**config.mk**
```make
export PLATFORM = sky130hd
export DESIGN_NAME = dsprt_top
export DESIGN_NICKNAME = d
export VERILOG_FILES = /design/src/dsprt_pkg.sv /design/src/dsprt_fifo.sv /design/src/dsprt_top.sv
export SDC_FILE = /design/constraint.sdc
export NUM_CORES = 1
export LEC_CHECK = 0
export BUFFER_PORTS_ARGS = -buffer_cell sky130_fd_sc_hd__buf_2
export CAP_MARGIN = 20
export CORE_ASPECT_RATIO = 1.25
export CORE_MARGIN = 4
export CORE_UTILIZATION = 63
export CTS_CLUSTER_DIAMETER = 60
export DETAILED_ROUTE_END_ITERATION = 6
export GPL_TIMING_DRIVEN = 0
export PLACE_DENSITY = 0.86
export SLEW_MARGIN = 25
export SYNTH_ARGS = -nofsm -noshare
export SYNTH_HDL_FRONTEND = slang
export SYNTH_SLANG_ARGS = --single-unit
```
**constraint.sdc**
```tcl
create_clock -name ref_clk -period 3.8 [get_ports ref_clk]
set_input_delay 0.19 -clock ref_clk [delete_from_list [all_inputs] [get_ports ref_clk]]
set_output_delay 0.19 -clock ref_clk [all_outputs]
set_load 0.02 [all_outputs]
```
**src/dsprt_pkg.sv**
```systemverilog
package dsprt_pkg;
	localparam int CLK_HZ = 10_000_000;
	localparam logic [7:0] ADDR_SCON = 8'h98;
	localparam logic [7:0] ADDR_SBUF = 8'h99;
	localparam logic [7:0] ADDR_RCTL = 8'hc8;
	localparam logic [7:0] ADDR_TMOD = 8'hc9;
	localparam logic [7:0] ADDR_RLO = 8'hca;
	localparam logic [7:0] ADDR_RHI = 8'hcb;
	localparam logic [7:0] ADDR_CLO = 8'hcc;
	localparam logic [7:0] ADDR_CHI = 8'hcd;
	localparam int SC_MODE_A = 7;
	localparam int SC_MODE_B = 6;
	localparam int SC_MPF = 5;
	localparam int SC_REN = 4;
	localparam int SC_TB8 = 3;
	localparam int SC_RB8 = 2;
	localparam int SC_TI = 1;
	localparam int SC_RI = 0;
	localparam int RC_RXSRC = 5;
	localparam int RC_TXSRC = 4;
	localparam int RC_RUN = 2;
	localparam int TM_SKEW = 2;
	localparam int TM_DIR = 0;
	localparam logic [7:0] SCON_RST = 8'h00;
	localparam logic [7:0] RCTL_RST = 8'h00;
	localparam logic TM_DIR_RST = 1'b0;
	localparam logic [15:0] RELOAD_RST = 16'h0000;
	localparam logic [15:0] COUNT_RST = 16'h0000;
	localparam logic [15:0] COUNT_MAX = 16'hffff;
	localparam logic [2:0] MC_LAST = 3'h5;
	localparam logic [2:0] MC_HALF = 3'h3;
	localparam logic [3:0] OS_LAST = 4'hf;
	localparam logic [3:0] OS_MID = 4'h7;
	localparam logic [3:0] RX_SAMPLES_LAST = 4'h8;
	localparam logic [3:0] M0_BITS_LAST = 4'h7;
	localparam logic [3:0] M1_BITS_LAST = 4'h9;
	localparam logic [3:0] M23_BITS_LAST = 4'ha;
	localparam logic [3:0] M1_TI_BIT = 4'h8;
	localparam logic [3:0] M23_TI_BIT = 4'h9;
	localparam int DATA_W = 8;
	localparam int TX_FIFO_DEPTH = 16;
	typedef enum logic [1:0] {DSPRT_M0, DSPRT_M1, DSPRT_M2, DSPRT_M3} dsprt_mode_e;
	typedef enum logic {DSPRT_TX_IDLE, DSPRT_TX_SEND} dsprt_tx_e;
	typedef enum logic [1:0] {DSPRT_RX_IDLE, DSPRT_RX_START, DSPRT_RX_BITS, DSPRT_RX_DONE} dsprt_rx_e;
endpackage : dsprt_pkg

```
**src/dsprt_fifo.sv**
```systemverilog
`timescale 1ns/1ps
module dsprt_fifo #(
	parameter int WIDTH = 8,
	parameter int DEPTH = 16
) (
	input wire logic ref_clk,
	input wire logic rst_n,
	input wire logic in_valid,
	output logic in_ready,
	input wire logic [WIDTH-1:0] in_data,
	output logic out_valid,
	input wire logic out_ready,
	output logic [WIDTH-1:0] out_data
);
	localparam int AW = $clog2(DEPTH);
	logic [WIDTH-1:0] mem_q [DEPTH];
	logic [AW-1:0] wr_q;
	logic [AW-1:0] rd_q;
	logic [AW:0] cnt_q;
	logic push;
	logic pop;
	assign in_ready = cnt_q != (AW+1)'(DEPTH);
	assign out_valid = cnt_q != '0;
	assign out_data = mem_q[rd_q];
	assign push = in_valid && in_ready;
	assign pop = out_valid && out_ready;
	always_ff @(posedge ref_clk) begin
		if (push)
			mem_q[wr_q] <= in_data;
	end
	always_ff @(posedge ref_clk or negedge rst_n) begin
		if (!rst_n) begin
			wr_q <= '0;
			rd_q <= '0;
			cnt_q <= '0;
		end else begin
			if (push)
				wr_q <= (wr_q == AW'(DEPTH - 1)) ? '0 : wr_q + 1'b1;
			if (pop)
				rd_q <= (rd_q == AW'(DEPTH - 1)) ? '0 : rd_q + 1'b1;
			if (push && !pop)
				cnt_q <= cnt_q + 1'b1;
			else if (pop && !push)
				cnt_q <= cnt_q - 1'b1;
		end
	end
endmodule : dsprt_fifo

```
**src/dsprt_top.sv**
```systemverilog
`timescale 1ns/1ps
// What this block does
// - skew flag sets if high byte steps between low and high reads; clears after low read
// - direction bit set counts up, cleared counts down
// - low and high count bytes form one 16-bit counter
// - reload copies reload high and low bytes into count high and low bytes
// - one finished byte held while next arrives; unread first byte loses a byte
// - data buffer write feeds transmitter; read returns separate receive register
// - two mode bits choose among four modes
// - mode 0 shifts eight bits lsb first on rx pin, tx pin is clock
// - mode 0 bit rate is clock over six
// - mode 1 frame is start 0, eight data lsb first, stop 1
// - mode 1 reception stores stop bit in received ninth bit
// - mode 1 rate comes from auxiliary or reload timer overflows
// - modes 2 and 3 frame is start, eight data, ninth bit, stop
// - modes 2 and 3 send transmit ninth bit as ninth data bit
// - modes 2 and 3 store received ninth bit, stop bit ignored
// - mode 2 rate is clock over sixteen or over thirty-two
// - mode 3 equals mode 2 except rate from timer overflows
// - data buffer write queues a transmission in every mode; a write while the fifo is full is dropped
// - mode 0 reception starts when receive flag clear and enable set
// - async modes start reception on start bit while enable set
// - transmitter and receiver run independently at the same time in modes 1 to 3; mode 0 reception waits for transmission
// - transmit flag sets after eighth bit in modes 0,1, ninth in 2,3
// - receive flag sets one clock after stop or ninth bit sample
// - with filter on, ninth bit 0 loads nothing and raises no flag
// - source select bit 1 uses reload timer overflows, 0 the other timer
module dsprt_top (
	input wire logic ref_clk,
	input wire logic rst_n,
	input wire logic [7:0] sfr_addr,
	input wire logic sfr_wr,
	input wire logic [7:0] sfr_wdata,
	input wire logic sfr_rd,
	output logic [7:0] sfr_rdata,
	input wire logic aux_timer_ovf,
	input wire logic mode2_fast_rate,
	input wire logic uart_rx_in,
	output logic uart_rx_out,
	output logic uart_rx_oe,
	output logic uart_tx,
	output logic tx_buf_ready,
	output logic reload_timer_ovf
);
	import dsprt_pkg::*;

	logic [7:0] scon_q;
	logic [7:0] rctl_q;
	logic dir_q;
	logic skew_q;
	logic armed_q;
	logic rd_clo_q;
	logic [15:0] reload_q;
	logic [15:0] cnt_q;
	logic [15:0] cnt_d;
	logic [2:0] mc_q;
	logic ovf_q;
	logic m2_div_q;
	logic [7:0] rdata_q;
	logic [7:0] rx_buf_q;

	dsprt_mode_e mode;
	logic mc_tick;
	logic step;
	logic at_end;
	logic hi_step;
	logic m2_tick;
	logic wr_scon;
	logic wr_sbuf;
	logic wr_rctl;
	logic wr_tmod;
	logic wr_rlo;
	logic wr_rhi;
	logic wr_clo;
	logic wr_chi;
	logic rd_clo;
	logic rd_chi;
	logic ti_set;
	logic ri_set;
	logic rb8_load;
	logic rb8_val;

	assign mode = dsprt_mode_e'({scon_q[SC_MODE_A], scon_q[SC_MODE_B]});
	assign wr_scon = sfr_wr && sfr_addr == ADDR_SCON;
	assign wr_sbuf = sfr_wr && sfr_addr == ADDR_SBUF;
	assign wr_rctl = sfr_wr && sfr_addr == ADDR_RCTL;
	assign wr_tmod = sfr_wr && sfr_addr == ADDR_TMOD;
	assign wr_rlo = sfr_wr && sfr_addr == ADDR_RLO;
	assign wr_rhi = sfr_wr && sfr_addr == ADDR_RHI;
	assign wr_clo = sfr_wr && sfr_addr == ADDR_CLO;
	assign wr_chi = sfr_wr && sfr_addr == ADDR_CHI;
	assign rd_clo = sfr_rd && sfr_addr == ADDR_CLO;
	assign rd_chi = sfr_rd && sfr_addr == ADDR_CHI;

	// machine cycle of six clocks
	assign mc_tick = mc_q == MC_LAST;
	always_ff @(posedge ref_clk or negedge rst_n) begin
		if (!rst_n)
			mc_q <= '0;
		else
			mc_q <= mc_tick ? 3'h0 : mc_q + 3'h1;
	end

	// reload timer, one step per machine cycle
	assign step = rctl_q[RC_RUN] && mc_q == 3'h0;
	assign at_end = dir_q ? (cnt_q == COUNT_MAX) : (cnt_q == COUNT_RST);
	always_comb begin
		if (at_end)
			cnt_d = reload_q;
		else if (dir_q)
			cnt_d = cnt_q + 16'h0001;
		else
			cnt_d = cnt_q - 16'h0001;
	end
	assign hi_step = step && !wr_chi && cnt_d[15:8] != cnt_q[15:8];

	always_ff @(posedge ref_clk or negedge rst_n) begin
		if (!rst_n) begin
			cnt_q <= COUNT_RST;
		end else begin
			if (wr_clo)
				cnt_q[7:0] <= sfr_wdata;
			else if (step)
				cnt_q[7:0] <= cnt_d[7:0];
			if (wr_chi)
				cnt_q[15:8] <= sfr_wdata;
			else if (step)
				cnt_q[15:8] <= cnt_d[15:8];
		end
	end

	always_ff @(posedge ref_clk or negedge rst_n) begin
		if (!rst_n)
			ovf_q <= 1'b0;
		else
			ovf_q <= step && at_end;
	end
	assign reload_timer_ovf = ovf_q;

	always_ff @(posedge ref_clk or negedge rst_n) begin
		if (!rst_n) begin
			reload_q <= RELOAD_RST;
		end else begin
			if (wr_rlo)
				reload_q[7:0] <= sfr_wdata;
			if (wr_rhi)
				reload_q[15:8] <= sfr_wdata;
		end
	end

	// read skew tracking; set beats clear
	always_ff @(posedge ref_clk or negedge rst_n) begin
		if (!rst_n) begin
			armed_q <= 1'b0;
			rd_clo_q <= 1'b0;
			skew_q <= 1'b0;
		end else begin
			rd_clo_q <= rd_clo;
			if (rd_clo)
				armed_q <= 1'b1;
			else if (rd_chi)
				armed_q <= 1'b0;
			if (armed_q && hi_step)
				skew_q <= 1'b1;
			else if (rd_clo_q && !rd_clo)
				skew_q <= 1'b0;
		end
	end

	always_ff @(posedge ref_clk or negedge rst_n) begin
		if (!rst_n) begin
			rctl_q <= RCTL_RST;
			dir_q <= TM_DIR_RST;
		end else begin
			if (wr_rctl)
				rctl_q <= sfr_wdata & ((8'h01 << RC_RXSRC) | (8'h01 << RC_TXSRC) | (8'h01 << RC_RUN));
			if (wr_tmod)
				dir_q <= sfr_wdata[TM_DIR];
		end
	end

	// mode 2 oversample: every clock or every second clock
	always_ff @(posedge ref_clk or negedge rst_n) begin
		if (!rst_n)
			m2_div_q <= 1'b0;
		else
			m2_div_q <= !m2_div_q;
	end
	assign m2_tick = mode2_fast_rate || m2_div_q;

	// transmit path: fifo then shifter
	logic fifo_valid;
	logic fifo_pop;
	logic [7:0] fifo_data;
	dsprt_fifo #(
		.WIDTH(DATA_W),
		.DEPTH(TX_FIFO_DEPTH)
	) u_tx_fifo (
		.ref_clk(ref_clk),
		.rst_n(rst_n),
		.in_valid(wr_sbuf),
		.in_ready(tx_buf_ready),
		.in_data(sfr_wdata),
		.out_valid(fifo_valid),
		.out_ready(fifo_pop),
		.out_data(fifo_data)
	);

	dsprt_tx_e tx_state_q;
	logic [10:0] tx_frame_q;
	logic [3:0] tx_bit_q;
	logic [3:0] tx_sub_q;
	logic tx_pin_q;
	logic tx_os_tick;
	logic tx_bit_end;
	logic [3:0] tx_last;
	logic [3:0] tx_ti_bit;
	logic tx_m0_busy;

	assign tx_os_tick = (mode == DSPRT_M2) ? m2_tick :
		(rctl_q[RC_TXSRC] ? ovf_q : aux_timer_ovf);
	assign tx_bit_end = (mode == DSPRT_M0) ? mc_tick : (tx_os_tick && tx_sub_q == OS_LAST);
	assign tx_last = (mode == DSPRT_M0) ? M0_BITS_LAST : (mode == DSPRT_M1) ? M1_BITS_LAST : M23_BITS_LAST;
	assign tx_ti_bit = (mode == DSPRT_M0) ? M0_BITS_LAST : (mode == DSPRT_M1) ? M1_TI_BIT : M23_TI_BIT;
	// frame starts on a bit boundary so mode 0 stays aligned to the machine cycle
	assign fifo_pop = tx_state_q == DSPRT_TX_IDLE && fifo_valid && (mode != DSPRT_M0 || mc_tick);
	assign tx_m0_busy = mode == DSPRT_M0 && tx_state_q == DSPRT_TX_SEND;
	assign ti_set = tx_state_q == DSPRT_TX_SEND && tx_bit_end && tx_bit_q == tx_ti_bit;

	always_ff @(posedge ref_clk or negedge rst_n) begin
		if (!rst_n) begin
			tx_state_q <= DSPRT_TX_IDLE;
			tx_frame_q <= '1;
			tx_bit_q <= '0;
			tx_sub_q <= '0;
		end else begin
			case (tx_state_q)
				DSPRT_TX_IDLE: begin
					if (fifo_pop) begin
						tx_state_q <= DSPRT_TX_SEND;
						tx_bit_q <= '0;
						tx_sub_q <= '0;
						case (mode)
							DSPRT_M0: tx_frame_q <= {3'b111, fifo_data};
							DSPRT_M1: tx_frame_q <= {2'b11, fifo_data, 1'b0};
							default: tx_frame_q <= {1'b1, scon_q[SC_TB8], fifo_data, 1'b0};
						endcase
					end
				end
				DSPRT_TX_SEND: begin
					if (tx_os_tick && mode != DSPRT_M0)
						tx_sub_q <= tx_sub_q + 4'h1;
					if (tx_bit_end) begin
						tx_frame_q <= {1'b1, tx_frame_q[10:1]};
						tx_bit_q <= tx_bit_q + 4'h1;
						if (tx_bit_q == tx_last)
							tx_state_q <= DSPRT_TX_IDLE;
					end
				end
				default: tx_state_q <= DSPRT_TX_IDLE;
			endcase
		end
	end

	// receiver
	dsprt_rx_e rx_state_q;
	logic [8:0] rx_shift_q;
	logic [3:0] rx_bit_q;
	logic [3:0] rx_sub_q;
	logic rx_prev_q;
	logic rx_os_tick;
	logic rx_accept;
	logic rx_m0_busy;

	assign rx_os_tick = (mode == DSPRT_M2) ? m2_tick :
		(rctl_q[RC_RXSRC] ? ovf_q : aux_timer_ovf);
	assign rx_m0_busy = mode == DSPRT_M0 && rx_state_q == DSPRT_RX_BITS;
	// the received bit that the filter looks at is the stop bit in mode 1, the ninth bit in modes 2 and 3
	assign rx_accept = !scon_q[SC_RI] && (mode == DSPRT_M0 || !scon_q[SC_MPF] || rx_shift_q[8]);

	always_ff @(posedge ref_clk or negedge rst_n) begin
		if (!rst_n)
			rx_prev_q <= 1'b1;
		else
			rx_prev_q <= uart_rx_in;
	end

	always_ff @(posedge ref_clk or negedge rst_n) begin
		if (!rst_n) begin
			rx_state_q <= DSPRT_RX_IDLE;
			rx_shift_q <= '0;
			rx_bit_q <= '0;
			rx_sub_q <= '0;
		end else begin
			case (rx_state_q)
				DSPRT_RX_IDLE: begin
					rx_bit_q <= '0;
					rx_sub_q <= '0;
					if (mode == DSPRT_M0) begin
						if (scon_q[SC_REN] && !scon_q[SC_RI] && !tx_m0_busy && !fifo_pop && mc_tick)
							rx_state_q <= DSPRT_RX_BITS;
					end else if (scon_q[SC_REN] && rx_prev_q && !uart_rx_in) begin
						rx_state_q <= DSPRT_RX_START;
					end
				end
				DSPRT_RX_START: begin
					if (rx_os_tick) begin
						rx_sub_q <= rx_sub_q + 4'h1;
						if (rx_sub_q == OS_MID) begin
							rx_sub_q <= '0;
							rx_state_q <= uart_rx_in ? DSPRT_RX_IDLE : DSPRT_RX_BITS;
						end
					end
				end
				DSPRT_RX_BITS: begin
					if (mode == DSPRT_M0) begin
						if (mc_tick) begin
							rx_shift_q <= {uart_rx_in, rx_shift_q[8:1]};
							rx_bit_q <= rx_bit_q + 4'h1;
							if (rx_bit_q == M0_BITS_LAST)
								rx_state_q <= DSPRT_RX_DONE;
						end
					end else if (rx_os_tick) begin
						rx_sub_q <= rx_sub_q + 4'h1;
						if (rx_sub_q == OS_LAST) begin
							rx_shift_q <= {uart_rx_in, rx_shift_q[8:1]};
							rx_bit_q <= rx_bit_q + 4'h1;
							if (rx_bit_q == RX_SAMPLES_LAST)
								rx_state_q <= DSPRT_RX_DONE;
						end
					end
				end
				DSPRT_RX_DONE: rx_state_q <= DSPRT_RX_IDLE;
				default: rx_state_q <= DSPRT_RX_IDLE;
			endcase
		end
	end

	// result lands one clock after the last sample
	assign ri_set = rx_state_q == DSPRT_RX_DONE && rx_accept;
	assign rb8_load = ri_set && mode != DSPRT_M0;
	assign rb8_val = rx_shift_q[8];

	always_ff @(posedge ref_clk or negedge rst_n) begin
		if (!rst_n)
			rx_buf_q <= '0;
		else if (ri_set)
			rx_buf_q <= (mode == DSPRT_M0) ? rx_shift_q[8:1] : rx_shift_q[7:0];
	end

	// control register; hardware set wins over a firmware write
	always_ff @(posedge ref_clk or negedge rst_n) begin
		if (!rst_n) begin
			scon_q <= SCON_RST;
		end else begin
			if (wr_scon)
				scon_q <= sfr_wdata;
			if (ti_set)
				scon_q[SC_TI] <= 1'b1;
			if (ri_set)
				scon_q[SC_RI] <= 1'b1;
			if (rb8_load)
				scon_q[SC_RB8] <= rb8_val;
		end
	end

	// pins: mode 0 drives data on rx pin and clock on tx pin
	always_ff @(posedge ref_clk or negedge rst_n) begin
		if (!rst_n)
			tx_pin_q <= 1'b1;
		else if (mode == DSPRT_M0)
			tx_pin_q <= !((tx_m0_busy || rx_m0_busy) && mc_q < MC_HALF);
		else
			tx_pin_q <= tx_state_q == DSPRT_TX_SEND ? tx_frame_q[0] : 1'b1;
	end
	assign uart_tx = tx_pin_q;
	assign uart_rx_out = tx_frame_q[0];
	assign uart_rx_oe = tx_m0_busy;

	// register read, answered one clock after the strobe
	always_ff @(posedge ref_clk or negedge rst_n) begin
		if (!rst_n) begin
			rdata_q <= '0;
		end else if (sfr_rd) begin
			if (sfr_addr == ADDR_SCON)
				rdata_q <= scon_q;
			else if (sfr_addr == ADDR_SBUF)
				rdata_q <= rx_buf_q;
			else if (sfr_addr == ADDR_RCTL)
				rdata_q <= rctl_q;
			else if (sfr_addr == ADDR_TMOD)
				rdata_q <= {5'h00, skew_q, 1'b0, dir_q};
			else if (sfr_addr == ADDR_RLO)
				rdata_q <= reload_q[7:0];
			else if (sfr_addr == ADDR_RHI)
				rdata_q <= reload_q[15:8];
			else if (sfr_addr == ADDR_CLO)
				rdata_q <= cnt_q[7:0];
			else if (sfr_addr == ADDR_CHI)
				rdata_q <= cnt_q[15:8];
			else
				rdata_q <= 8'h00;
		end
	end
	assign sfr_rdata = rdata_q;
endmodule : dsprt_top

```
Word level (Yosys, flattened, before mapping)
Memory sizes are Yosys's and may differ from the RTL's.
Index checks and enable logic that the tools add are counted.
W data, S select, Z words.
- bitwise operators: 1
- order comparisons: 1
- muxes and demuxes: 82
- $add $sub $neg: 11
- equal/unequal tests: 41
- reductions and logical operators: 78
- operators by type and width (cell ; number):
    $mux W8 ; 13
    $eq A8 B8 Y1 const B ; 8
    $mux W4 ; 15
    $logic_and A1 B1 Y1 ; 38
    $mux W9 ; 4
    $mux W16 ; 2
    $mux W2 ; 13
    $add A4 B1 Y4 const B ; 6
    $pmux W4 S2 ; 3
    $reduce_bool A2 Y1 ; 12
    $mux W11 ; 2
    $pmux W11 S2 ; 1
    $mux W1 ; 21
    $eq A4 B4 Y1 const B ; 5
    $pmux W10 S2 ; 1
    $add A16 B1 Y16 const B ; 1
    $eq A16 B16 Y1 const B ; 1
    $logic_not A16 Y1 ; 1
    $sub A16 B1 Y16 const B ; 1
    $ne A2 B2 Y1 const B ; 6
    $ne A3 B3 Y1 const B ; 4
    $pmux W4 S3 ; 1
    $reduce_and A4 Y1 ; 3
    $logic_not A1 Y1 ; 11
    25 further kinds ; 41
- bits in writable memories: 128
- bits of input ports: 23
- register bits after elaboration: 122
- memories kept: 1
- word-level logic and storage cells: 246
- memory list (name ; depth ; width ; rd ports ; clocked after Yosys merged registers in ; write ports ; line ; text):
    u_tx_fifo.mem_q ; 16 ; 8 ; 1 ; 0 ; 1 ; dsprt_fifo.sv:16 ; logic [WIDTH-1:0] mem_q [DEPTH];

Longest topological paths before layout
- word-level depth: 9
- gate-level depth with buffers: 13
- gate-level depth less buffers: 12

Hierarchy
From an unflattened synthesis, not the netlist that was laid out.
- cell total of the unflattened synthesis: 1091
- area total of the unflattened synthesis: 12779.8 um2
- modules (own cells, without submodules) (module ; cells each ; instances ; area an instance (um2)):
    dsprt_top ; 792 ; 1 ; 7020.5
    dsprt_fifo ; 299 ; 1 ; 5759.3

Least setup slack after synthesis
OpenSTA, ideal clock, no wires.
- kind: register to register
- start point: reg dir_q
- end point: reg cnt_q[15]
- period minus slack after synthesis: 2753 ps
- cell stages (with the launch flop): 11
- path buffers: 1
- data arrival time: 2634 ps
- setup time: 120 ps
- setup slack: 1047 ps
- cells stage by stage: dfrtp_1 > inv_1 > ha_1 > buf_2 > a21oi_1 > o21a_1 > o21ai_0 > o211a_1 > nor3_1 > mux2_1 > a31o_1
- cells in the longest elaborated chain, start to end: 4
- elaborated cells on any way between the ends: 5
- those cells by class: 5 x mux
- ends and longest elaborated chain (item ; line ; text):
    start: declaration ; dsprt_top.sv:49 ; logic dir_q;
    start signal: assignment ; dsprt_top.sv:178 ; dir_q <= sfr_wdata[TM_DIR];
    $mux W16 or $mux W1 (tied branches) ; dsprt_top.sv:110, dsprt_top.sv:106 ;
    $mux W16 * ; dsprt_top.sv:108 ; if (at_end)
    $mux W8 * ; dsprt_top.sv:127 ; else if (step)
    $mux W8 * ; dsprt_top.sv:125 ; if (wr_chi)
    end signal: assignment ; dsprt_top.sv:126 ; cnt_q[15:8] <= sfr_wdata;
    end signal: assignment ; dsprt_top.sv:128 ; cnt_q[15:8] <= cnt_d[15:8];
    end: declaration ; dsprt_top.sv:54 ; logic [15:0] cnt_q;
Every way passes the cells marked *; elsewhere a longest branch is shown, timed or not. The select of a mux whose other input is x is not followed.
A chain may end at the register's enable or synchronous reset.

Worst setup path in the final report
Ends and elaborated chain as after synthesis.

==> summary.md <==
| Metric | Value |
|---|---|
| Mapped Area | 12480 um^2 |
| Final std cells w/o fill | 1348 |
| Endpoints failing hold | 0 |
| Area after DPL | roughly 13000 um^2 |
| #FFs+latches synth | around 250 |
| Vias per Instance | 6.449 |
| Pin count of the biggest net entering global routing | 84 |
| Maximum clock path buffer count | 3 |
| Leak pwr | about 5.4 nW |
| Gr usage total | ~28% |
| Vias post-DR | 8693 |
| Post-Syn Instances | ~1000 |
| Area growth syn-to-layout | 11.49% |
| Num ports | 36 |
| Worst EP arrival | around 3.8 ns |
| Most frequent cells after synthesis | 128 x edfxtp_1, 109 x dfrtp_1, 101 x nand2_1 |
| Top FF cell, synth | edfxtp_1 |
| First-pass GRT wire length | between 40000 and 50000 um |
| Period utilization | 88.51% |
| Routed wire length | between 20000 and 30000 um |
| Post-synth cell types | 76 |
| Post-layout instance area | 13910 um^2 |
| Reg clk slew, reported paths | ~0.07 ns |
| Die ar. | around 22000 um^2 |
| Setup Viol. Count Final | 0 |
| CP Launch Type | flip-flop |
| Syn. warnings | 0 |
| CP startpoint | dir_q |
| First DRT Iteration DRCs | roughly 1100 |
| Slew @ Worst Pin | 1.056 ns |
| Crit path buffers/inverters | 2 |
| H-Tree Depth | 1 |
| Routability cong. | approximately 0.95 |
| Placement Rows | 57 |
| Max-Cap Viols | 0 |
| Root buffer cell | clkbuf_16 |
| Util after Layout | between 70% and 80% |
| Drt first pass iters | 7 |
| Share of the synthesized area in the top cell type | a little under a third |
| Asr flop ratio synth | approximately half |
| Die Y | between 150 and 200 um |
| Setup CP Type | reg2reg |
| Crit-path max FO | 17 |
| Antenna violations before repair | 0 |
| Number of buffers added for setup after CTS | 0 |
| Synth Net Count | roughly 1100 |
| Layout cells sized above 1 | 20.15% |
| Slowest cell on the critical path | dfrtp_1 |
| Highest clock rate | 297.3 MHz |
| Min Hold Slack | 0.1374 ns |
| R2R Path Start | dir_q |
| Cells along the critical path | inv_1, ha_1, buf_2, a21oi_1, o21a_1, o21ai_0, o211a_1, nor3_1, mux2_1, a31o_1 |
| CTS Buf Count | 25 |
| Min-delay worst type | in2async |
| CP endpoint kind | flip-flop |
| Sequential area share after synthesis | ~55% |
| Vias in the first global route | ~8600 |
| Pwr dens | 596.9 nW/um^2 |
| Worst vdd ir | 0.4543 mV |
| Register area | just under 7000 um^2 |
| DR WL/cell | approximately 22 um |
| Clock latency at the later pin of the worst-skew pair | ~0.52 ns |
| Final net count | about 1100 |
| Die X | about 130 um |
| Multi-input gate area | between 5000 and 6000 um^2 |
| Failing checks | design-rule violations |
| Starting density of the core | between 60 and 70% |
| Reg-to-reg setup timing slack | between 0.4 and 0.5 ns |
| Min Tclk post-route | about 3.4 ns |
| Grt ovf | 0 |
| Slew Limit Fails | 0 |
| Setup_tns | 0 ns |
| Status | complete, but fails checks |
| Core area | a little under 20000 um^2 |
| Final setup skew | between 0.008 and 0.009 ns |
| CP top delay family | compound AO/OA/AOI/OAI gates |
| Rel. slew slack | between 20% and 30% |
| I/O Buffers | 35 |
| Dpl cells | 1299 |
| CTS tree | yes |
| Drt drc | 16 |
| Mapped Avg Cell Area | around 13 um^2 |
| Clock Sink Count | about 250 |
| Number of flops mapped to enable cells by yosys | 128 |
| Antenna-violating nets left | 0 |
| Worst Path Required | ~4.2 ns |
| Max incr delay on CP | 0.53 ns |
| DP Wirelength | 20230 um |
| RSZ-0062 raised after global routing | no |
| Dominant cell type by area after synthesis | edfxtp_1 |
| Layout fillers | around 1200 |
| Area contributors post-synth | edfxtp_1 31%, dfrtp_1 22%, mux4_2 7.2% |
| Most numerous cell in the Yosys netlist | edfxtp_1 |
-- per-layer routing --
| metal | track usage, % | routed length, um | vias up |
|---|---|---|---|
| met3 | 4.303 | 2192 | 116 |
| met1 | 35.90 | 11530 | 4270 |
| li1 | - | - | 3874 |
| met5 | 0 | 0 | - |
| met4 | 10.76 | 1289 | 0 |
| met2 | 46.87 | 14870 | 433 |
-- through the flow --
step	power, W	worst slack, ns
final	0.008303	0.4368
after CTS	0.008303	0.4651
after detailed placement	0.005736	0.5034
after global placement	0.005633	0.5499
after floorplan	0.005118	1.047
after global routing	0.008710	0.2588
-- path summary, 6_finish.rpt --
| check | end | depth (start not counted) |
|---|---|---|
| setup / recovery | cnt_q[15] | 10 |
| hold / removal | u_tx_fifo.cnt_q[0] | 2 |
| setup reg to reg | cnt_q[15] | 10 |
| hold reg to reg | m2_div_q | 1 |
| max in group asynchronous | rx_shift_q[4] | 3 |
| min in group ref_clk | cnt_q[6] | 3 |
-- final cells by class --
type                            instances  area share (%)
Antenna cell                            1         0.01799
Buffer                                 53           1.961
Clock buffer                           30           4.785
Clock inverter                         15           1.376
Inverter                               28          0.7555
Multi-Input combinational cell        668           37.47
Sequential cell                       249           49.51
Tap cell                              265           2.384
Timing Repair Buffer                   39           1.745
-- power breakdown --
group / internal [W] / switching [W] / leakage, nW
Combinational: 0.00103 / 0.00124 / 2.34
Sequential: 0.00315 / 0.000312 / 2.65
Clock: 0.00153 / 0.00104 / 0.415
-- logic make-up after synthesis --
family                   share of synthesized area (%)
AND/OR/NAND/NOR                                  10.87
AO/OA/AOI/OAI                                    11.04
XOR/XNOR                                         2.858
multiplexers                                     13.38
adder cells (fa/ha/maj)                          3.630
flip-flops                                       55.19
buffers and inverters                            3.028
-- timing repair --
item                                   in CTS  in global routing
resized for setup                           0                  0
hold buffers                                3                  0
endpoints found under the hold margin     123                  0
-- sequential cells by signal, summed over array words and instances (netlist names), 2 cells and up --
register	cells
rctl_q	3
u_tx_fifo.mem_q	128
rx_bit_q	4
tx_bit_q	4
rx_shift_q	9
rx_state_q	2
scon_q	8
u_tx_fifo.rd_q	4
reload_q	16
u_tx_fifo.cnt_q	5
rx_buf_q	8
tx_frame_q	10
u_tx_fifo.wr_q	4
tx_sub_q	4
mc_q	3
rx_sub_q	4
cnt_q	16
sfr_rdata	8
-- layout by cell type (no fill, tap or decap), types with 15 or more instances in the layout --
cell type	n
edfxtp_1	128
dfrtp_1	109
nand2_1	101
buf_2	56
nor2_1	55
mux2_2	45
o21ai_0	43
a21oi_1	43
mux4_2	40
ha_1	33
inv_1	28
clkbuf_16	26
mux2i_1	25
clkbuf_1	25
nand3_1	24
o21ai_1	24
xor2_1	23
and2_1	18
xnor2_1	15
Note: power is estimated with default switching activity, not from simulation.
